File: src/rtc_ctl_pkg.sv
package rtc_ctl_pkg;
  // register indices; byte address is four times the index
  localparam logic [5:0] IDX_CTRL   = 6'h00;
  localparam logic [5:0] IDX_RDREQ  = 6'h02;
  localparam logic [5:0] IDX_EVENT_OUTPUT_CONTROL = 6'h04;
  localparam logic [5:0] IDX_STATUS = 6'h0a;
  localparam logic [5:0] IDX_COUNT  = 6'h10;
  // counter_control fields
  localparam int CTRL_SRT  = 0;
  localparam int CTRL_EN   = 1;
  localparam int CTRL_MODE = 2;
  localparam int CTRL_HFS  = 6;
  localparam int CTRL_ZOM  = 7;
  localparam int CTRL_PSC  = 8;
  // read_sync_request fields
  localparam int RDREQ_TRIG = 15;
  localparam int RDREQ_CONT = 14;
  localparam logic [5:0] RDREQ_ADDR = 6'h10;
  // event_output_control fields
  localparam int EV_OVF = 15;
  localparam int EV_CMP = 8;
  // status field
  localparam int STATUS_BUSY = 7;
  // reset values
  localparam logic [15:0] CTRL_RESET   = 16'h0000;
  localparam logic [15:0] RDREQ_RESET  = 16'h0010;
  localparam logic [15:0] EVENT_OUTPUT_CONTROL_RESET = 16'h0000;
  // prescaler limit and synchronisation timing
  localparam logic [3:0] PSC_MAX   = 4'ha;
  localparam int         SYNC_NS   = 30;
  localparam int         CLK_PS    = 5000;
  localparam logic [2:0] SYNC_CYC  = 3'((SYNC_NS * 1000 + CLK_PS - 1) / CLK_PS);
  localparam logic [1:0] RESP_OK   = 2'h0;
  localparam logic [1:0] RESP_ERR  = 2'h2;

  typedef enum logic [1:0] {
    MODE_WIDE = 2'b00,
    MODE_HALF = 2'b01,
    MODE_CAL  = 2'b10,
    MODE_RSV  = 2'b11
  } mode_t;

  typedef enum logic [1:0] {
    OP_IDLE  = 2'b00,
    OP_EN    = 2'b01,
    OP_RST   = 2'b10,
    OP_READ  = 2'b11
  } op_t;

  // events coming from the counting logic
  typedef struct packed {
    logic       overflow;
    logic       compare0;
    logic [7:0] periodic;
  } evt_t;
endpackage : rtc_ctl_pkg

File: src/rtc_ctl.sv
`timescale 1ns/1ps
module rtc_ctl (
  input  wire logic               i_clk,
  input  wire logic               i_reset,
  input  wire logic               i_awvalid,
  output logic                    o_awready,
  input  wire logic [7:0]         i_awaddr,
  input  wire logic               i_wvalid,
  output logic                    o_wready,
  input  wire logic [31:0]        i_wdata,
  input  wire logic [3:0]         i_wstrb,
  output logic                    o_bvalid,
  input  wire logic               i_bready,
  output logic [1:0]              o_bresp,
  input  wire logic               i_arvalid,
  output logic                    o_arready,
  input  wire logic [7:0]         i_araddr,
  output logic                    o_rvalid,
  input  wire logic               i_rready,
  output logic [31:0]             o_rdata,
  output logic [1:0]              o_rresp,
  input  wire logic [31:0]        i_count_value,
  input  wire rtc_ctl_pkg::evt_t  i_events,
  output logic                    o_counter_tick,
  output logic                    o_counter_run,
  output rtc_ctl_pkg::mode_t      o_mode,
  output logic                    o_hour_format_select,
  output logic                    o_counter_zero,
  output logic                    o_count_load,
  output logic [31:0]             o_count_load_data,
  output rtc_ctl_pkg::evt_t       o_events
);

  typedef struct packed {
    logic               awv;
    logic [5:0]         aw_idx;
    logic               wv;
    logic [31:0]        wdata;
    logic [3:0]         wstrb;
    logic               bvalid;
    logic [1:0]         bresp;
    logic               rvalid;
    logic [31:0]        rdata;
    logic [1:0]         rresp;
    logic [3:0]         psc;
    logic               zom;
    logic               hfs;
    rtc_ctl_pkg::mode_t mode;
    logic               en;
    logic               srt;
    logic               cont;
    logic               trig;
    logic               ev_ovf;
    logic               ev_cmp;
    logic [7:0]         ev_per;
    logic               run;
    logic               busy;
    rtc_ctl_pkg::op_t   op;
    logic               req;
    logic [2:0]         dly;
    logic [9:0]         div;
    logic               tick;
    logic [31:0]        copy;
    logic               zero;
    logic               load;
    logic [31:0]        load_data;
    rtc_ctl_pkg::evt_t  ev;
  } state_t;

  state_t s;
  state_t next_s;

  // merge written bytes into a 16-bit register image
  function automatic logic [15:0] merge16(input logic [15:0] old,
                                          input logic [15:0] wd,
                                          input logic [1:0]  st);
    logic [15:0] r;
    r = old;
    if (st[0]) r[7:0] = wd[7:0];
    if (st[1]) r[15:8] = wd[15:8];
    return r;
  endfunction : merge16

  logic [15:0] ctrl_img;
  logic [15:0] rdreq_img;
  logic [15:0] ev_img;
  logic [15:0] wr_img;
  logic [3:0]  psc_eff;
  logic [9:0]  div_mask;
  logic        commit;
  logic        stall;

  // register images as software sees them
  always_comb begin
    ctrl_img = rtc_ctl_pkg::CTRL_RESET;
    ctrl_img[rtc_ctl_pkg::CTRL_SRT] = s.srt;
    ctrl_img[rtc_ctl_pkg::CTRL_EN] = s.en;
    ctrl_img[rtc_ctl_pkg::CTRL_MODE +: 2] = s.mode;
    ctrl_img[rtc_ctl_pkg::CTRL_HFS] = s.hfs;
    ctrl_img[rtc_ctl_pkg::CTRL_ZOM] = s.zom;
    ctrl_img[rtc_ctl_pkg::CTRL_PSC +: 4] = s.psc;
    rdreq_img = rtc_ctl_pkg::RDREQ_RESET;
    rdreq_img[rtc_ctl_pkg::RDREQ_CONT] = s.cont;
    ev_img = rtc_ctl_pkg::EVENT_OUTPUT_CONTROL_RESET;
    ev_img[rtc_ctl_pkg::EV_OVF] = s.ev_ovf;
    ev_img[rtc_ctl_pkg::EV_CMP] = s.ev_cmp;
    ev_img[7:0] = s.ev_per;
  end

  // reserved codes above ten run as the slowest divider
  assign psc_eff  = (s.psc > rtc_ctl_pkg::PSC_MAX) ? rtc_ctl_pkg::PSC_MAX : s.psc;
  assign div_mask = 10'((11'h001 << psc_eff) - 11'h001);

  // a count write waits while a continuous read copy is in flight
  assign stall  = s.aw_idx == rtc_ctl_pkg::IDX_COUNT && s.cont
                  && s.op == rtc_ctl_pkg::OP_READ;
  assign commit = s.awv && s.wv && !s.bvalid && !stall;

  always_comb begin
    next_s = s;
    next_s.load = 1'b0;
    next_s.tick = 1'b0;
    wr_img = 16'h0000;
    // bus address and data channels, taken in either order
    if (i_awvalid && !s.awv) begin
      next_s.awv = 1'b1;
      next_s.aw_idx = i_awaddr[7:2];
    end
    if (i_wvalid && !s.wv) begin
      next_s.wv = 1'b1;
      next_s.wdata = i_wdata;
      next_s.wstrb = i_wstrb;
    end
    if (s.bvalid && i_bready) begin
      next_s.bvalid = 1'b0;
    end
    if (s.rvalid && i_rready) begin
      next_s.rvalid = 1'b0;
    end
    // read answer one cycle after the address is taken
    if (i_arvalid && !s.rvalid) begin
      next_s.rvalid = 1'b1;
      next_s.rresp = rtc_ctl_pkg::RESP_OK;
      case (i_araddr[7:2])
        rtc_ctl_pkg::IDX_CTRL:   next_s.rdata = {16'h0000, ctrl_img};
        rtc_ctl_pkg::IDX_RDREQ:  next_s.rdata = {16'h0000, rdreq_img};
        rtc_ctl_pkg::IDX_EVENT_OUTPUT_CONTROL: next_s.rdata = {16'h0000, ev_img};
        rtc_ctl_pkg::IDX_STATUS: next_s.rdata = {24'h000000, s.busy, 7'h00};
        rtc_ctl_pkg::IDX_COUNT:  next_s.rdata = s.copy;
        default: begin
          next_s.rdata = 32'h00000000;
          next_s.rresp = rtc_ctl_pkg::RESP_ERR;
        end
      endcase
    end

    // prescaler: counter tick every two-to-the-code source cycles
    if (s.run) begin
      next_s.div = s.div + 10'h001;
      next_s.tick = (s.div & div_mask) == div_mask;
    end else begin
      next_s.div = 10'h000;
    end

    // synchronised operation: request, fixed crossing delay, acknowledge
    if (s.op != rtc_ctl_pkg::OP_IDLE) begin
      if (s.req) begin
        next_s.req = 1'b0;
        next_s.dly = rtc_ctl_pkg::SYNC_CYC;
      end else if (s.dly != 3'h0) begin
        next_s.dly = s.dly - 3'h1;
      end else begin
        next_s.op = rtc_ctl_pkg::OP_IDLE;
        next_s.busy = 1'b0;
        case (s.op)
          rtc_ctl_pkg::OP_EN: next_s.run = s.en;
          rtc_ctl_pkg::OP_READ: next_s.copy = i_count_value;
          rtc_ctl_pkg::OP_RST: begin
            next_s.srt = 1'b0;
            next_s.en = 1'b0;
            next_s.run = 1'b0;
            next_s.psc = 4'h0;
            next_s.zom = 1'b0;
            next_s.hfs = 1'b0;
            next_s.mode = rtc_ctl_pkg::MODE_WIDE;
            next_s.cont = 1'b0;
            next_s.trig = 1'b0;
            next_s.ev_ovf = 1'b0;
            next_s.ev_cmp = 1'b0;
            next_s.ev_per = 8'h00;
            next_s.copy = 32'h00000000;
          end
          default: next_s.busy = 1'b0;
        endcase
        if (s.op == rtc_ctl_pkg::OP_READ && !s.cont) begin
          next_s.trig = 1'b0;
        end
      end
    end else if (s.cont && s.trig && s.tick) begin
      // with continuous read on and its trigger set, every counter update seen while no synchronised operation is in flight starts a fresh copy
      next_s.op = rtc_ctl_pkg::OP_READ;
      next_s.req = 1'b1;
      next_s.busy = 1'b1;
    end

    // register write commit
    if (commit) begin
      next_s.awv = 1'b0;
      next_s.wv = 1'b0;
      next_s.bvalid = 1'b1;
      next_s.bresp = rtc_ctl_pkg::RESP_OK;
      wr_img = 16'h0000;
      if (s.aw_idx != rtc_ctl_pkg::IDX_RDREQ) begin
        next_s.cont = 1'b0;
      end
      case (s.aw_idx)
        rtc_ctl_pkg::IDX_CTRL: begin
          wr_img = merge16(ctrl_img & ~16'h0001, s.wdata[15:0], s.wstrb[1:0]);
          if (wr_img[rtc_ctl_pkg::CTRL_SRT]) begin
            // soft reset wins and the rest of the write is dropped
            next_s.srt = 1'b1;
            next_s.busy = 1'b1;
            next_s.op = rtc_ctl_pkg::OP_RST;
            next_s.req = 1'b1;
          end else begin
            if (!s.en) begin
              next_s.psc = wr_img[rtc_ctl_pkg::CTRL_PSC +: 4];
              next_s.mode = rtc_ctl_pkg::mode_t'(wr_img[rtc_ctl_pkg::CTRL_MODE +: 2]);
              next_s.zom = wr_img[rtc_ctl_pkg::CTRL_ZOM];
              next_s.hfs = wr_img[rtc_ctl_pkg::CTRL_HFS];
            end
            if (wr_img[rtc_ctl_pkg::CTRL_EN] != s.en || s.wstrb[0]) begin
              next_s.en = wr_img[rtc_ctl_pkg::CTRL_EN];
              next_s.busy = 1'b1;
              next_s.op = rtc_ctl_pkg::OP_EN;
              next_s.req = 1'b1;
            end
          end
        end
        rtc_ctl_pkg::IDX_RDREQ: begin
          wr_img = merge16(rdreq_img, s.wdata[15:0], s.wstrb[1:0]);
          if (s.wstrb[1]) begin
            next_s.cont = wr_img[rtc_ctl_pkg::RDREQ_CONT];
            if (wr_img[rtc_ctl_pkg::RDREQ_TRIG]) begin
              next_s.trig = 1'b1;
              next_s.busy = 1'b1;
              next_s.op = rtc_ctl_pkg::OP_READ;
              next_s.req = 1'b1;
            end
          end
        end
        rtc_ctl_pkg::IDX_EVENT_OUTPUT_CONTROL: begin
          wr_img = merge16(ev_img, s.wdata[15:0], s.wstrb[1:0]);
          if (!s.en) begin
            next_s.ev_ovf = wr_img[rtc_ctl_pkg::EV_OVF];
            next_s.ev_cmp = wr_img[rtc_ctl_pkg::EV_CMP];
            next_s.ev_per = wr_img[7:0];
          end
        end
        rtc_ctl_pkg::IDX_COUNT: begin
          next_s.load = 1'b1;
          next_s.load_data = s.wdata;
        end
        rtc_ctl_pkg::IDX_STATUS: next_s.bresp = rtc_ctl_pkg::RESP_OK;
        default: next_s.bresp = rtc_ctl_pkg::RESP_ERR;
      endcase
    end

    // event outputs, each gated by its own enable
    next_s.ev.overflow = s.run && s.ev_ovf && i_events.overflow;
    next_s.ev.compare0 = s.run && s.ev_cmp && i_events.compare0;
    next_s.ev.periodic = s.run ? (s.ev_per & i_events.periodic) : 8'h00;
    // clearing on match has no meaning in the half counter mode
    next_s.zero = s.run && s.zom && s.mode != rtc_ctl_pkg::MODE_HALF
                  && i_events.compare0;
  end

  always_ff @(posedge i_clk or posedge i_reset) begin
    if (i_reset) begin
      s <= '0;
    end else begin
      s <= next_s;
    end
  end

  assign o_awready = !s.awv;
  assign o_wready  = !s.wv;
  assign o_bvalid  = s.bvalid;
  assign o_bresp   = s.bresp;
  assign o_arready = !s.rvalid;
  assign o_rvalid  = s.rvalid;
  assign o_rdata   = s.rdata;
  assign o_rresp   = s.rresp;
  assign o_counter_tick = s.tick;
  assign o_counter_run  = s.run;
  assign o_mode = s.mode;
  assign o_hour_format_select = s.hfs;
  assign o_counter_zero = s.zero;
  assign o_count_load = s.load;
  assign o_count_load_data = s.load_data;
  assign o_events = s.ev;
endmodule : rtc_ctl

File: config.mk
export PLATFORM = sky130hd
export DESIGN_NAME = rtc_ctl
export DESIGN_NICKNAME = d
export VERILOG_FILES = /design/src/rtc_ctl_pkg.sv /design/src/rtc_ctl.sv
export SDC_FILE = /design/constraint.sdc
export NUM_CORES = 1
export LEC_CHECK = 0
export BUFFER_PORTS_ARGS = -buffer_cell sky130_fd_sc_hd__buf_2
export CORE_AREA = 2 2 114 161
export DETAILED_ROUTE_END_ITERATION = 7
export DIE_AREA = 0 0 116 163
export MAX_ROUTING_LAYER = met4
export PLACE_DENSITY = 0.77
export SLEW_MARGIN = 20
export SYNTH_ARGS = -nofsm -noshare
export SYNTH_HDL_FRONTEND = slang
export SYNTH_SLANG_ARGS = --single-unit
File: constraint.sdc
create_clock -name i_clk -period 12.4 [get_ports i_clk]
set_input_delay 3.72 -clock i_clk [delete_from_list [all_inputs] [get_ports i_clk]]
set_output_delay 3.72 -clock i_clk [all_outputs]
set_load 0.005 [all_outputs]
==> Word level (Yosys, flattened, before mapping) <==
Index checks and enable logic that the tools add are counted.
{ "word_totals": {"elab_cells": 162, "ff_bits": 199} }
{ "classes": {"n_reduce_logical": 44, "eq_ne": 19, "bitwise_logic": 4, "n_addsub": 3, "order_cmp": 1, "muxes": 55, "shift": 1} }
{ "ops": {"columns": ["operator", "n"], "rows": [
  ["32-bit case mux with 5 select lines", 1],
  ["8-bit two-way mux", 10],
  ["33-bit two-way mux", 2],
  ["32-bit case mux with 2 select lines", 1],
  ["26-bit two-way mux", 2],
  ["22-bit two-way mux", 2],
  ["10-bit two-way mux", 4],
  ["37-bit two-way mux", 1],
  ["4-bit two-way mux", 9],
  ["35-bit two-way mux", 1],
  ["23-bit two-way mux", 1],
  ["1-bit logical AND", 20],
  ["2-bit nonzero test", 8],
  ["6-bit by 2-bit equality test with 1-bit output, second input constant", 2],
  ["6-bit by 3-bit equality test with 1-bit output, second input constant", 2],
  ["6-bit by 4-bit equality test with 1-bit output, second input constant", 2],
  ["6-bit by 5-bit equality test with 1-bit output, second input constant", 2],
  ["6-bit zero test", 2],
  ["10-bit by 1-bit adder with 10-bit output, second input constant", 1],
  ["10-bit bitwise AND", 1],
  ["10-bit equality test", 1],
  ["1-bit two-way mux", 10],
  ["5-bit != test, second input constant", 2],
  ["5-bit OR reduction", 2],
  ["other kinds (23)", 38]
]} }

==> Depth between registers and ports, before layout <==
{ "depth": {"depth_word": 12, "ltp_mapped": 8} }

==> Worst setup path before layout <==
No wires, ideal clock.
{ "synth_path": {"path_kind": "input -> register", "start": "in i_wvalid", "end": "reg s[174] in the netlist's numbering", "path_buffers": 2, "path_stages": 4, "arrival_time_ns": 4.809, "setup_time_ns": 0.125, "required_time_ns": 12.275, "setup_slack_ns": 7.466, "cell_sequence": "nor2b_1 -> clkbuf_1 -> buf_1 -> mux2_2"} }
{ "synth_between": {"elab_chain_len": 1} }
{ "synth_rtl": {"columns": ["item", "line_no", "text"], "rows": [
  ["start: declaration", "rtc_ctl.sv:8", "input wire logic i_wvalid,"],
  ["1-bit logical AND", "rtc_ctl.sv:129", "if (i_wvalid && !s.wv) begin"],
  ["end signal: assignment", "rtc_ctl.sv:282", "s <= next_s;"],
  ["end: declaration", "rtc_ctl.sv:70", "state_t s;"]
]} }
Every way passes these cells.
A chain may end at the register's enable or synchronous reset.

==> Worst setup path after layout <==
{ "layout_path": {"start": "reg s, in the netlist o_counter_run", "end": "out o_counter_run"} }
{ "layout_lines": {"columns": ["item", "line_no", "text"], "rows": [
  ["end: declaration", "rtc_ctl.sv:25", "output logic o_counter_run,"]
]} }
No word-level cell between the ends.

==> metrics <==
status=finished, final reports clean; Post-synth EDFFs=0; critical path cell sequence=buf_2; I/O pins=191; die area=18,900 sq um; CP endpoint=o_counter_run; WS Path Type=flip-flop to primary output; WP data arrival=1480 ps; min-delay worst type=flip-flop to flip-flop; Crit path required time=8680 ps; clock latency on the worst-skew pair=420 ps; Post-CTS Resized=0; cell row count=58; Worst setup EP type=primary output; layout cells sized above 1=36.5%; CTS tree=built; CP delay by family, top=flip-flops; Die Wd=116 microns; hpwl dp=12,400 microns; Yosys Warn Count=0; Layout fillers=1,516; Stages on worst setup path=1; Vert. Die Dim=163 microns; vias in the first global route=5,696; biggest cell delay along the critical path=820 ps; Post-Syn Area=8600 sq um; routability cong.=0.846; post-synthesis xor/xnor area fraction=0.917%; Core Box Area=17,600 sq um; commonest non-fill, non-tap cell in the layout=dfrtp_1; clock root buffer=clkbuf_16; first-pass GRT wire length=29,100 microns; vias per cell=5.33; met3 GRT Util=4.21%; multiplexer share of the synthesized area=10.6%; minimum clock period=5200 ps; Worst Clk Skew=7.22 ps; hold_sp=o_rdata[7]$_DFFE_PP0P_; unrepaired setup endpoints after global routing=no; worst slew pin tran=878 ps; starting density of the core=48.9%; Buf/Inv on CP=1; Post-Synth Adder-Cell Area=1.02%; simple-gate portion of the synthesized area=8.78%; Post-CTS Repair Setup Buffers=0; Layout Utilization=55.4%; Cell variety after synth=57; Pwr Density=192 nW/um^2; DRC viols=0; Final nets=903; flop-to-flop setup slack=10,030 ps; Wirelength per Cell=16.9 microns; routed via count=5,587; met1 Track Usage GR=25.5%; final-report hold violation count=0; Pwr Total=1870 uW; Critical Path Start Type=flip-flop; Clock transition at path regs=70 ps; largest net degree at the start of global routing=109; Static Leak=0.00494 uW; Highest Clock Rate=192 MHz; crit path launch=o_counter_run$_DFFE_PP0P_; Tot GR Track Use=20.4%; Fin Hold WS=479 ps; Post-synth top flop=dfrtp_1; sequential fraction of the synthesis area=56.8%; Final ANT Viol Nets=0; DR pass1 iterations=4; clock sink total=195; CTS Buf Count=17; MaxCap Viol Count=0; critical path fanouts, max=24; Worst Reg-to-Reg Cells=4; Crit Reg-Reg Endpoint=o_count_load_data[3]$_DFFE_PP0P_; max_slew headroom=41.3%; main combinational cell family by area after synthesis=compound AO/OA/AOI/OAI gates; initial antenna violation count=1; Setup TNS=0 ps; Cells after DPL=1,015; Area Growth Syn to Fin=13.2%; most frequent cells in the layout=dfrtp_1 (195), buf_2 (182), a22o_1 (63); PortBufs=182; Most Crowded Layer GR=met2; period utilisation layout=41.9%; global routing usage on met2=33.1%; htree depth=4; CTS Hold Buffers Added=0; synthesized instance count=700; Non-Filler Instances=1,049; DRT Wirelength=17,700 microns; VDD IR-drop max=0.109 mV; Max stage delay cell, worst path=dfrtp_1; post-synthesis average cell area=12.3 sq um; Compound-Gate Fraction of Synth Area=12.3%; DR iter-0 viols=423; Async SR Flop Fraction=100%; Final Setup Violations=0; clock buffer depth=2; Max Slew Vio Count=0; grt ovf=0; r2r startpoint=s[197]$_DFFE_PP0P_; synthesized flop and latch total=195
-- cell families (layout without fill, tap and decap cells) --
group,count (synthesis),in the layout
xor+xnor,9,9
mux,82,82
simple gates,133,133
fa+ha+maj,7,7
buf+inv,129,236
compound gates,144,144
other cells,1,3
flops,195,195
-- final cells by class --
cell class / count / area [sq um] / share of cell area (%)
Timing Repair Buffer: 186 / 965 / 9.92
Clock inverter: 9 / 121 / 1.25
Inverter: 18 / 75.1 / 0.772
Multi-Input combinational cell: 377 / 2920 / 30.0
Antenna cell: 1 / 2.50 / 0.0257
Tap cell: 240 / 300 / 3.09
Sequential cell: 195 / 4880 / 50.2
Clock buffer: 23 / 468 / 4.81
-- power breakdown --
| group | switching, uW | internal, uW |
|---|---|---|
| sequential | 143 | 779 |
| combinational | 180 | 221 |
| clock | 237 | 312 |
-- registers in the layout (all words and copies together), names as in the netlist, 2 cells and up --
register	flops
s	92
o_count_load_data	32
o_rdata	32
ev_img	10
o_events	10
ctrl_img	7
o_mode	2
-- layer usage --
metal	vias up	wire [microns]
li1	2596	-
met1	2792	7610
met2	173	8870
met3	26	875
met4	0	392
met5	-	0
-- how the worst min path moves through the flow --
stage / to / slack (ps) / cells after the start
after floorplan: o_rdata[10]$_DFFE_PP0P_ / 450 / 2
after global placement: o_rdata[9]$_DFFE_PP0P_ / 450 / 2
after detailed placement: o_rdata[10]$_DFFE_PP0P_ / 460 / 2
after CTS: o_rdata[7]$_DFFE_PP0P_ / 480 / 2
after global routing: o_rdata[22]$_DFFE_PP0P_ / 490 / 1
final: o_rdata[7]$_DFFE_PP0P_ / 480 / 2
-- synthesized netlist by cell type (8+ instances only) --
master / number / share of area (%)
mux2i_1: 10 / 1.2
mux2_2: 58 / 7.6
nand3_1: 8 / 0.47
nand2_1: 37 / 1.6
a22o_1: 63 / 6.4
and3_1: 15 / 1.1
clkbuf_1: 19 / 0.83
a21oi_1: 20 / 1.2
and2_1: 9 / 0.65
mux2_1: 13 / 1.7
inv_1: 18 / 0.79
xnor2_1: 8 / 0.82
dfrtp_1: 195 / 57
nor2b_1: 8 / 0.58
nor2_1: 23 / 1.0
buf_4: 81 / 7.1
o21ai_0: 30 / 1.7
-- metrics by stage --
stage	setup WS (ps)	area, sq um
final	7200	9730
after global routing	7130	9730
after CTS	7170	9690
after detailed placement	6800	9100
after global placement	6800	9100
after floorplan	3370	8600
No activity file was read; power rests on OpenSTA's default activity.
